**src/logic/ftm_pkg.sv**
```systemverilog
// Constants and shared duration arithmetic for the flash timer block
package ftm_pkg;
	// ========================================
	// Register map
	localparam logic [7:0] FTM_ADDR_DURATION = 8'h1B;
	localparam logic [7:0] FTM_ADDR_INHIBIT = 8'h1C;
	localparam logic [7:0] FTM_ADDR_CONTROL = 8'h1D;
	localparam logic [7:0] FTM_ADDR_STATUS = 8'h1E;
	// ========================================
	// Reset values and field layout
	localparam logic [5:0] FTM_DURATION_RESET = 6'h24;
	localparam logic [3:0] FTM_INHIBIT_RESET = 4'h0;
	localparam logic FTM_HALVING_RESET = 1'b0;
	localparam int FTM_MODE_BIT = 0;
	localparam int FTM_CODE_LSB = 1;
	localparam int FTM_CODE_MSB = 5;
	localparam int FTM_INH_MSB = 3;
	localparam int FTM_HALVING_BIT = 0;
	localparam int FTM_STAT_RUN_BIT = 0;
	localparam int FTM_STAT_TRIG_BIT = 1;
	localparam int FTM_STAT_SUPP_BIT = 2;
	// ========================================
	// Duration in internal clock periods
	localparam int FTM_CODE_W = 5;
	localparam int FTM_COUNT_W = 22;
	localparam logic [4:0] FTM_CODE_SAT = 5'h12;
	localparam logic [21:0] FTM_BASE_PERIODS = 22'h0493E0;
	localparam logic [21:0] FTM_STEP_PERIODS = 22'h0249F0;

	typedef logic [FTM_COUNT_W-1:0] ftm_count_type;

	// Codes above the default saturate at the default length
	function automatic ftm_count_type ftm_limit(input logic [FTM_CODE_W-1:0] code);
		logic [FTM_CODE_W-1:0] c;
		logic [43:0] prod;
		c = (code > FTM_CODE_SAT) ? FTM_CODE_SAT : code;
		prod = {17'h0, FTM_STEP_PERIODS} * {39'h0, c};
		return FTM_BASE_PERIODS + prod[FTM_COUNT_W-1:0];
	endfunction
endpackage

```
**src/logic/ftm_timer_if.sv**
```systemverilog
// Interface between the flash control and the duration counter
`timescale 1ns/1ps
interface ftm_timer_if;
	logic start;
	logic stop;
	logic tick;
	logic [ftm_pkg::FTM_CODE_W-1:0] code;
	logic running;
	logic expired;

	modport ctrl (output start, output stop, output tick, output code,
		input running, input expired);
	modport timer (input start, input stop, input tick, input code,
		output running, output expired);
endinterface

```
**src/logic/ftm_timer.sv**
```systemverilog
// Flash duration counter in internal clock periods
`timescale 1ns/1ps
module ftm_timer (
	input wire logic sys_clk,
	input wire logic rst,
	ftm_timer_if.timer tif
);
	typedef struct packed {
		logic running;
		logic expired;
		ftm_pkg::ftm_count_type count;
		ftm_pkg::ftm_count_type limit;
	} ftm_timer_state_type;

	ftm_timer_state_type s;
	ftm_timer_state_type next_s;

	// ========================================
	// Counter
	always_comb begin
		next_s = s;
		next_s.expired = 1'b0;
		if (tif.start) begin
			// Code is latched here so a write mid-flash cannot cut it short
			next_s.running = 1'b1;
			next_s.count = '0;
			next_s.limit = ftm_pkg::ftm_limit(tif.code);
		end else if (tif.stop) begin
			next_s.running = 1'b0;
		end else if (s.running && tif.tick) begin
			if (s.count == s.limit - 22'h000001) begin
				next_s.running = 1'b0;
				next_s.expired = 1'b1;
			end else begin
				next_s.count = s.count + 22'h000001;
			end
		end
	end

	always_ff @(posedge sys_clk) begin
		if (rst) begin
			s <= '0;
		end else begin
			s <= next_s;
		end
	end

	assign tif.running = s.running;
	assign tif.expired = s.expired;
endmodule

```
**src/logic/ftm_flash_ctrl.sv**
```systemverilog
// Flash timer, end selection, inhibit level and register port
//
// How it works
// - Flash lasts 300000 internal periods at code zero, plus 150000 per step.
// - On-time code resets to 10010, giving 3000000 periods; 10001 gives 2850000.
// - Codes 10011 through 11111 saturate at the 3000000-period default.
// - Duration register: code in bits 5:1, end select in bit 0, 7:6 read zero.
// - End select 0: only trigger low ends flash; 1: trigger low or timeout.
// - Inhibit level in bits 3:0, off at reset, 50 mA steps; upper bits zero.
// - Internal clock is the master clock pin or that clock halved.
// - Read-only running flag is 1 while the timer counts, else 0.
`timescale 1ns/1ps
module ftm_flash_ctrl (
	input wire logic sys_clk,
	input wire logic rst,
	input wire logic [7:0] addr,
	input wire logic [7:0] wdata,
	input wire logic wr,
	input wire logic rd,
	output logic [7:0] rdata,
	input wire logic master_clock_pin,
	input wire logic flash_trigger_pin,
	input wire logic flash_suppress_pin,
	output logic flash_on,
	output logic inhibit_on,
	output logic [3:0] inhibit_drive_code,
	output logic flash_timer_running
);
	typedef struct packed {
		logic [1:0] trig_sync;
		logic [1:0] supp_sync;
		logic [1:0] mclk_sync;
		logic trig_prev;
		logic mclk_prev;
		logic half;
		logic [ftm_pkg::FTM_CODE_W-1:0] code;
		logic mode;
		logic [3:0] inh;
		logic halving;
		logic flash;
		logic inhibit;
		logic [7:0] rdata;
	} ftm_ctrl_state_type;

	ftm_ctrl_state_type s;
	ftm_ctrl_state_type next_s;
	ftm_timer_if tif ();

	logic trig_rise;
	logic trig_fall;
	logic mclk_rise;
	logic tick;

	ftm_timer u_timer (
		.sys_clk(sys_clk),
		.rst(rst),
		.tif(tif.timer)
	);

	// ========================================
	// Edges of the synchronised pins
	// Only the second stage is looked at; the first may be metastable
	assign trig_rise = s.trig_sync[1] & ~s.trig_prev;
	assign trig_fall = ~s.trig_sync[1] & s.trig_prev;
	assign mclk_rise = s.mclk_sync[1] & ~s.mclk_prev;
	// Master clock must be well below half of sys_clk or edges are lost
	assign tick = mclk_rise & (~s.halving | s.half);

	assign tif.start = trig_rise;
	assign tif.stop = trig_fall;
	assign tif.tick = tick;
	assign tif.code = s.code;

	// ========================================
	// Next state
	always_comb begin
		next_s = s;
		next_s.trig_sync = {s.trig_sync[0], flash_trigger_pin};
		next_s.supp_sync = {s.supp_sync[0], flash_suppress_pin};
		next_s.mclk_sync = {s.mclk_sync[0], master_clock_pin};
		next_s.trig_prev = s.trig_sync[1];
		next_s.mclk_prev = s.mclk_sync[1];
		if (mclk_rise) begin
			next_s.half = ~s.half;
		end
		if (!s.halving) begin
			next_s.half = 1'b0;
		end
		// Flash lifetime
		if (trig_rise) begin
			next_s.flash = 1'b1;
		end else if (trig_fall) begin
			next_s.flash = 1'b0;
		end else if (tif.expired && s.mode) begin
			next_s.flash = 1'b0;
		end
		next_s.inhibit = next_s.flash & s.supp_sync[1];
		// Register writes; reserved bits are dropped
		if (wr) begin
			unique case (addr)
				ftm_pkg::FTM_ADDR_DURATION: begin
					next_s.code = wdata[ftm_pkg::FTM_CODE_MSB:ftm_pkg::FTM_CODE_LSB];
					next_s.mode = wdata[ftm_pkg::FTM_MODE_BIT];
				end
				ftm_pkg::FTM_ADDR_INHIBIT: begin
					next_s.inh = wdata[ftm_pkg::FTM_INH_MSB:0];
				end
				ftm_pkg::FTM_ADDR_CONTROL: begin
					next_s.halving = wdata[ftm_pkg::FTM_HALVING_BIT];
				end
				default: begin
				end
			endcase
		end
		// Register reads, answered in the following cycle
		next_s.rdata = 8'h00;
		if (rd) begin
			unique case (addr)
				ftm_pkg::FTM_ADDR_DURATION: begin
					next_s.rdata = {2'b00, s.code, s.mode};
				end
				ftm_pkg::FTM_ADDR_INHIBIT: begin
					next_s.rdata = {4'h0, s.inh};
				end
				ftm_pkg::FTM_ADDR_CONTROL: begin
					next_s.rdata = {7'h00, s.halving};
				end
				ftm_pkg::FTM_ADDR_STATUS: begin
					next_s.rdata = {5'h00, s.supp_sync[1], s.trig_sync[1], tif.running};
				end
				default: begin
					next_s.rdata = 8'h00;
				end
			endcase
		end
	end

	// ========================================
	// State register
	always_ff @(posedge sys_clk) begin
		if (rst) begin
			s <= '0;
			s.code <= ftm_pkg::FTM_DURATION_RESET[ftm_pkg::FTM_CODE_MSB:ftm_pkg::FTM_CODE_LSB];
			s.mode <= ftm_pkg::FTM_DURATION_RESET[ftm_pkg::FTM_MODE_BIT];
			s.inh <= ftm_pkg::FTM_INHIBIT_RESET;
			s.halving <= ftm_pkg::FTM_HALVING_RESET;
		end else begin
			s <= next_s;
		end
	end

	// ========================================
	// Outputs
	assign rdata = s.rdata;
	assign flash_on = s.flash;
	assign inhibit_on = s.inhibit;
	assign inhibit_drive_code = s.inh;
	assign flash_timer_running = tif.running;
endmodule

```
**config.mk**
```make
export PLATFORM = sky130hd
export DESIGN_NAME = ftm_flash_ctrl
export DESIGN_NICKNAME = d
export VERILOG_FILES = /design/src/logic/ftm_pkg.sv /design/src/logic/ftm_timer_if.sv /design/src/logic/ftm_timer.sv /design/src/logic/ftm_flash_ctrl.sv
export SDC_FILE = /design/constraint.sdc
export NUM_CORES = 1
export LEC_CHECK = 0
export BUFFER_PORTS_ARGS = -buffer_cell sky130_fd_sc_hd__buf_4
export CORE_MARGIN = 2
export CORE_UTILIZATION = 45
export DETAILED_ROUTE_END_ITERATION = 12
export SLEW_MARGIN = 15
export SYNTH_ARGS = -nofsm -noshare
export SYNTH_HDL_FRONTEND = slang
export SYNTH_SLANG_ARGS = --single-unit
```
**constraint.sdc**
```tcl
create_clock -name sys_clk -period 6.5 [get_ports sys_clk]
set_input_delay 1.3 -clock sys_clk [delete_from_list [all_inputs] [get_ports sys_clk]]
set_output_delay 1.3 -clock sys_clk [all_outputs]
set_load 0.01 [all_outputs]
```
**Word-level counts from Yosys, hierarchy flattened**

Index checks and enable logic that the tools add are counted.
W data, S select, Z words.

- Word-level logic and storage cells: 65
- Input port bits: 23
- Flip-flop bits (word level): 76
- Output and inout port bits: 15

- Bitwise logic cells: 15
- Multiplexer cells: 10
- $add $sub $neg: 3
- Reduce and logical (&&, ||, !) cells: 13
- Magnitude comparators: 1
- Multipliers: 1
- Eq/ne operators: 5

Operators by type and width:

| operator | count |
|---|---|
| $eq A8 B5 Y1 const B | 4 |
| $mux W24 | 1 |
| $pmux W6 S4 | 1 |
| $add A19 B22 Y22 const A | 1 |
| $add A22 B1 Y22 const B | 1 |
| $eq A22 B22 Y1 | 1 |
| $mux W22 | 1 |
| $sub A22 B1 Y22 const B | 1 |
| $mul A14 B5 Y18 const A | 1 |
| $not A1 Y1 | 9 |
| $reduce_and A2 Y1 | 4 |
| $reduce_bool A3 Y1 | 2 |
| $reduce_or A2 Y1 | 3 |
| $and A1 B1 Y1 | 5 |
| $gt A5 B5 Y1 const B | 1 |
| $mux W1 | 5 |
| $mux W5 | 1 |
| $reduce_or A4 Y1 | 1 |
| $reduce_and A3 Y1 | 1 |
| $logic_and A1 B1 Y1 | 2 |
| $mux W2 | 1 |
| $or A1 B1 Y1 | 1 |

**Longest topological paths before layout**

- Depth after elaboration: 7
- Depth in mapped cells: 17

**Hierarchy**

A second synthesis with hierarchy kept.

- Cell total of the unflattened synthesis: 679
- Area, all modules: 5579.1 um2

Modules (own cells, without submodules):

| module | cells an instance | area each (um2) | instances |
|---|---|---|---|
| ftm_timer | 542 | 4270.3 | 1 |
| ftm_flash_ctrl | 137 | 1308.8 | 1 |

**Worst setup path before layout**

No wires, ideal clock.

- Path kind: register -> register
- Start: register, netlist name tif.code[4]
- End: register u_timer.s[18] (netlist bit)
- Setup time: 0.122 ns
- Arrival: 4.808 ns
- Clock period less this slack: 4.930 ns
- Path slack: 1.570 ns
- Stages on the path, launching flop included: 16
- Cell sequence: dfxtp_1 nor2b_1 fa_1 inv_1 fa_1 fa_1 inv_1 ha_1 a21o_1 a221oi_1 nor2_1 a2111oi_1 o211ai_1 a21oi_1 nor3_1 a221o_1

- Cells in the longest elaborated chain, start to end: 4

RTL lines:

| item | line | source |
|---|---|---|
| $gt A5 B5 Y1 | ftm_pkg.sv:36 | `c = (code > FTM_CODE_SAT) ? FTM_CODE_SAT : code;` |
| $mux W5 * | ftm_pkg.sv:36 |  |
| $mul A14 B5 Y18 * | ftm_pkg.sv:37 | `prod = {17'h0, FTM_STEP_PERIODS} * {39'h0, c};` |
| $add A19 B22 Y22 * | ftm_pkg.sv:38 | `return FTM_BASE_PERIODS + prod[FTM_COUNT_W-1:0];` |
| end signal, assigned | ftm_timer.sv:44 | `s <= next_s;` |
| end, declared | ftm_timer.sv:15 | `ftm_timer_state_type s;` |

Every way passes the cells marked *; elsewhere a longest branch is shown, timed or not.
A chain may end at the register's enable or synchronous reset.

**Final worst setup path**

- Start: register, netlist name tif.code[4]
- End: register u_timer.s[18] (netlist bit)

- Cells in the longest elaborated chain, start to end: 4

RTL lines:

| item | line |
|---|---|
| $gt A5 B5 Y1 | ftm_pkg.sv:36 |
| $mux W5 * | ftm_pkg.sv:36 |
| $mul A14 B5 Y18 * | ftm_pkg.sv:37 |
| $add A19 B22 Y22 * | ftm_pkg.sv:38 |

Marks and branches as above.

==> report_table.html <==
<table>
<tr><th>Metric</th><th>Value</th></tr>
<tr><th colspan="2">Pwr</th></tr>
<tr><td>Worst vdd rail ir drop</td><td>~0.16 mV</td></tr>
<tr><td>Static leakage power</td><td>around 2.4 nW</td></tr>
<tr><td>Post-layout total power</td><td>0.00100 W</td></tr>
<tr><td>Ratio of total power to cell area</td><td>174 nW/um^2</td></tr>
<tr><th colspan="2">Clocking</th></tr>
<tr><td>CTS Hold Bufs</td><td>0</td></tr>
<tr><td>CTS tree</td><td>done</td></tr>
<tr><td>Buffers inserted during post-CTS setup optimization</td><td>0</td></tr>
<tr><td>TritonCTS sink count</td><td>70</td></tr>
<tr><td>Worst-case clock buffer depth</td><td>2</td></tr>
<tr><td>Clk Latency, worst-skew pair</td><td>0.34 ns</td></tr>
<tr><td># resized after CTS</td><td>0</td></tr>
<tr><td>Total clock buffers created by CTS</td><td>9</td></tr>
<tr><td>Clock root cell</td><td>sky130_fd_sc_hd__clkbuf_16</td></tr>
<tr><td>Max H-tree Level</td><td>3</td></tr>
<tr><td>Clk pin slew, worst setup/hold paths</td><td>0.06 ns</td></tr>
<tr><th colspan="2">Status</th></tr>
<tr><td>Result of the run</td><td>finished, final reports clean</td></tr>
<tr><th colspan="2">Timing</th></tr>
<tr><td>Final setup fails</td><td>0</td></tr>
<tr><td>Fmax</td><td>0.177 GHz</td></tr>
<tr><td>Clock period minus final worst setup slack</td><td>between 5 and 6 ns</td></tr>
<tr><td>Worst-case headroom to the max-slew limit</td><td>0.491</td></tr>
<tr><td>Setup Total Neg Slack</td><td>0 ns</td></tr>
<tr><td>Unrepaired setup endpoints after global routing</td><td>no</td></tr>
<tr><td>Final worst clock skew</td><td>0.00578 ns</td></tr>
<tr><td>Max Transition Viols Final</td><td>0</td></tr>
<tr><td>Final hold viol count</td><td>0</td></tr>
<tr><td>Final cycle utilization of the critical path</td><td>0.871</td></tr>
<tr><td>Slew at the pin with the worst max-slew slack</td><td>0.761 ns</td></tr>
<tr><th colspan="2">Finish</th></tr>
<tr><td>Count of nets after finishing</td><td>722</td></tr>
<tr><td>Number of antenna diodes</td><td>0</td></tr>
<tr><td>Layout overhead on the synthesized area</td><td>10.5%</td></tr>
<tr><td>Register Area</td><td>1400 um^2</td></tr>
<tr><td>Area used by multi-input combinational logic</td><td>~3500 um^2</td></tr>
<tr><td>Share of post-route cells with drive strength above 1</td><td>0.112</td></tr>
<tr><td>Layout Utilization</td><td>0.509</td></tr>
<tr><td>Count of filler cells inserted in the layout</td><td>roughly 1100</td></tr>
<tr><td>Finished Cell Area</td><td>between 5000 and 6000 um^2</td></tr>
<tr><th colspan="2">Global route</th></tr>
<tr><td>Initial antenna violation count</td><td>0</td></tr>
<tr><td>All-Layer GR Usage</td><td>0.198</td></tr>
<tr><td>Wire length of the first global-routing pass</td><td>20600 um</td></tr>
<tr><td>Remaining global-route overflow</td><td>0</td></tr>
<tr><td>Largest net degree at the start of global routing</td><td>38</td></tr>
<tr><td>Number of global-route vias before repair</td><td>4340</td></tr>
<tr><th colspan="2">Synth</th></tr>
<tr><td>Number of enable flip-flop cells after synthesis</td><td>0</td></tr>
<tr><td>Total number of yosys warnings</td><td>0</td></tr>
<tr><td>Post-Synthesis Mean Instance Area</td><td>8.18 um^2</td></tr>
<tr><td>Cell types occupying the most area after synthesis</td><td>sky130_fd_sc_hd__dfxtp_1 (27%), sky130_fd_sc_hd__ha_1 (8.4%), sky130_fd_sc_hd__nand2_1 (4.0%)</td></tr>
<tr><td>Cell count after synthesis</td><td>640</td></tr>
<tr><td>Main flop type after synthesis</td><td>sky130_fd_sc_hd__dfxtp_1</td></tr>
<tr><td>Number of different library cells in the post-synthesis netlist</td><td>74</td></tr>
<tr><td>Top cells by instance count after synthesis</td><td>sky130_fd_sc_hd__dfxtp_1 (70), sky130_fd_sc_hd__nand2_1 (56), sky130_fd_sc_hd__nor2_1 (56), sky130_fd_sc_hd__ha_1 (35), sky130_fd_sc_hd__a21oi_1 (32)</td></tr>
<tr><td>Flops &amp; latches, synth</td><td>70</td></tr>
<tr><td>Most instantiated library cell after synthesis</td><td>sky130_fd_sc_hd__dfxtp_1</td></tr>
<tr><td>Post-synthesis cell type with the largest combined area</td><td>sky130_fd_sc_hd__dfxtp_1</td></tr>
<tr><td>Sequential fraction of the synthesis area</td><td>0.268</td></tr>
<tr><td>Proportion of netlist area held by the largest area contributor</td><td>0.268</td></tr>
<tr><td>Share of synthesized flip-flops with an asynchronous set or reset</td><td>0</td></tr>
<tr><td>Area of the mapped netlist</td><td>5230 um^2</td></tr>
<tr><th colspan="2">Hold path</th></tr>
<tr><td>Startpoint of the tightest hold check path</td><td>next_s[29]</td></tr>
<tr><td>Hold path cells</td><td>1</td></tr>
<tr><td>End point of the most critical hold path</td><td>next_s[23]</td></tr>
<tr><td>Class of the worst hold path</td><td>reg -&gt; reg</td></tr>
<tr><th colspan="2">Floorplanning</th></tr>
<tr><td>Height of the die</td><td>approximately 110 um</td></tr>
<tr><td>Io pins</td><td>38</td></tr>
<tr><td>DIE AREA</td><td>12500 um^2</td></tr>
<tr><td>Initial core utilization</td><td>0.460</td></tr>
<tr><td>Die Span X</td><td>112 um</td></tr>
<tr><td>Floorplan core area</td><td>approximately 11000 um^2</td></tr>
<tr><td>Rows</td><td>39</td></tr>
<tr><th colspan="2">Place</th></tr>
<tr><td>Port Buffer Count</td><td>33</td></tr>
<tr><td>HPWL reported at the end of detailed placement</td><td>9450 um</td></tr>
<tr><td>Cell area after placement</td><td>5510 um^2</td></tr>
<tr><td>Routability congestion estimate from global placement</td><td>0.872</td></tr>
<tr><th colspan="2">Drt</th></tr>
<tr><td>Average routed wire per standard cell</td><td>15.5 um</td></tr>
<tr><td>Post-DR vias/cell</td><td>5.79</td></tr>
<tr><td>Initial DRT Pass Iterations</td><td>4</td></tr>
<tr><td>Violation count after the first detailed-routing iteration</td><td>approximately 370</td></tr>
<tr><td>Post-detailed-route DRC marker count</td><td>0</td></tr>
<tr><td>DRT Wirelength</td><td>around 12000 um</td></tr>
<tr><td>Number of nets with antenna violations after detailed routing</td><td>0</td></tr>
<tr><td>Count of vias placed by the detailed router</td><td>roughly 4700</td></tr>
<tr><th colspan="2">Setup path</th></tr>
<tr><td>WP depth</td><td>16</td></tr>
<tr><td>Critical path's slowest cell</td><td>sky130_fd_sc_hd__a2111oi_0</td></tr>
<tr><td>Worst Setup Path Type</td><td>reg -&gt; reg</td></tr>
<tr><td>Sum of buffers and inverters on the critical path</td><td>3</td></tr>
<tr><td>Critical path endpoint category</td><td>flop</td></tr>
<tr><td>Data required time at the worst endpoint</td><td>between 6 and 7 ns</td></tr>
<tr><td>Worst-case register-to-register setup slack</td><td>0.84 ns</td></tr>
<tr><td>Sequence of cells on the critical path</td><td>nand2b_1 -&gt; inv_1 -&gt; fa_1 -&gt; inv_1 -&gt; fa_1 -&gt; fa_1 -&gt; inv_1 -&gt; ha_1 -&gt; or2_2 -&gt; a311o_1 -&gt; a2111oi_0 -&gt; o32a_1 -&gt; o211ai_1 -&gt; a21oi_1 -&gt; nor3_1 -&gt; a221o_1</td></tr>
<tr><td>Largest delay contributor family on the critical path</td><td>compound AO/OA/AOI/OAI gates</td></tr>
<tr><td>Number of cells traversed by the worst register-to-register path</td><td>16</td></tr>
<tr><td>Critical path's largest stage delay</td><td>0.67 ns</td></tr>
<tr><td>R2r endpoint</td><td>u_timer.s[18]</td></tr>
<tr><td>Critical path peak fanout</td><td>12</td></tr>
<tr><td>Data arrival time of the critical path</td><td>5.88 ns</td></tr>
<tr><td>Reg2Reg Launch Point</td><td>tif.code[4]</td></tr>
<tr><td>Category of the worst setup path launch point</td><td>flop</td></tr>
<tr><th colspan="2">Job</th></tr>
<tr><td>Total of max-cap violations</td><td>0</td></tr>
</table>
## power by group
| group | internal, W | switching, W |
|---|---|---|
| registers | 0.000436 | 0.00000743 |
| clock network | 0.000259 | 0.000201 |
| logic | 0.0000432 | 0.0000594 |
## area by class of cell
class / instances / area share
multi-input combinational: 508 / 0.612
sequential: 70 / 0.242
timing repair buffer: 37 / 0.0480
clock buffer: 9 / 0.0390
tap: 143 / 0.0309
inverter: 30 / 0.0195
clock inverter: 7 / 0.00866
## how the worst max path moves through the flow
stage | from | to | slack, ns
floorplan | tif.code[4] | u_timer.s[18] | 1.57
global placement | tif.code[4] | u_timer.s[18] | 0.95
detailed placement | tif.code[4] | u_timer.s[18] | 0.83
CTS | tif.code[4] | u_timer.s[18] | 0.81
global route | tif.code[4] | u_timer.s[18] | 0.49
finish | tif.code[4] | u_timer.s[18] | 0.84
## cell usage in the layout, fill, tap and decap left out, types with 11 or more instances in the layout
cell                       instances
sky130_fd_sc_hd__a21oi_1          32
sky130_fd_sc_hd__and3_1           11
sky130_fd_sc_hd__buf_4            37
sky130_fd_sc_hd__dfxtp_1          70
sky130_fd_sc_hd__ha_1             35
sky130_fd_sc_hd__inv_1            30
sky130_fd_sc_hd__nand2_1          56
sky130_fd_sc_hd__nand3_1          28
sky130_fd_sc_hd__nand4_1          11
sky130_fd_sc_hd__nor2_1           56
sky130_fd_sc_hd__nor2b_1          14
sky130_fd_sc_hd__nor3_1           18
sky130_fd_sc_hd__o211ai_1         14
sky130_fd_sc_hd__o21ai_0          18
sky130_fd_sc_hd__or3_1            12
sky130_fd_sc_hd__or4_1            11
sky130_fd_sc_hd__xnor2_1          23
sky130_fd_sc_hd__xor2_1           18
## state kept, by name, summed over array words and instances, names as in the netlist
signal,count
u_timer.tif.expired,1
s,6
tif.code,5
u_timer.s,40
next_s,5
u_timer.tif.running,1
flash_on,1
inhibit_drive_code,4
inhibit_on,1
rdata,6
## worst reg2reg max path, cell delays in order (launching register included)
cell and delay, ns:
sky130_fd_sc_hd__dfxtp_1 0.63, sky130_fd_sc_hd__nand2b_1 0.22, sky130_fd_sc_hd__inv_1 0.14, sky130_fd_sc_hd__fa_1 0.57, sky130_fd_sc_hd__inv_1 0.10, sky130_fd_sc_hd__fa_1 0.50
sky130_fd_sc_hd__fa_1 0.52, sky130_fd_sc_hd__inv_1 0.04, sky130_fd_sc_hd__ha_1 0.35, sky130_fd_sc_hd__or2_2 0.33, sky130_fd_sc_hd__a311o_1 0.40, sky130_fd_sc_hd__a2111oi_0 0.67
sky130_fd_sc_hd__o32a_1 0.28, sky130_fd_sc_hd__o211ai_1 0.12, sky130_fd_sc_hd__a21oi_1 0.34, sky130_fd_sc_hd__nor3_1 0.08, sky130_fd_sc_hd__a221o_1 0.26
## routing by layer
layer | vias to the layer above | GRT usage | part of all wire
met5 | - | 0 | 0
met4 | 0 | 0.0420 | 0.0093
met3 | 13 | 0.0370 | 0.029
met2 | 78 | 0.333 | 0.47
met1 | 2191 | 0.266 | 0.49
li1 | 2371 | - | -
## per-stage QoR
stage | std cells | hold slack (ns) | worst slack, ns
floorplan | 641 | 0.414 | 1.57
global placement | 788 | 0.415 | 0.948
detailed placement | 788 | 0.433 | 0.832
CTS | 804 | 0.441 | 0.812
global route | 804 | 0.471 | 0.491
finish | 804 | 0.436 | 0.840
## kinds of logic after synthesis
kind of cell / synth area share
mux: 0.0115
compound gates: 0.202
buf+inv: 0.0574
other cells: 0.000717
xor+xnor: 0.0686
simple gates: 0.278
flops: 0.268
fa+ha+maj: 0.114
Power figures use the tool's default switching activity.
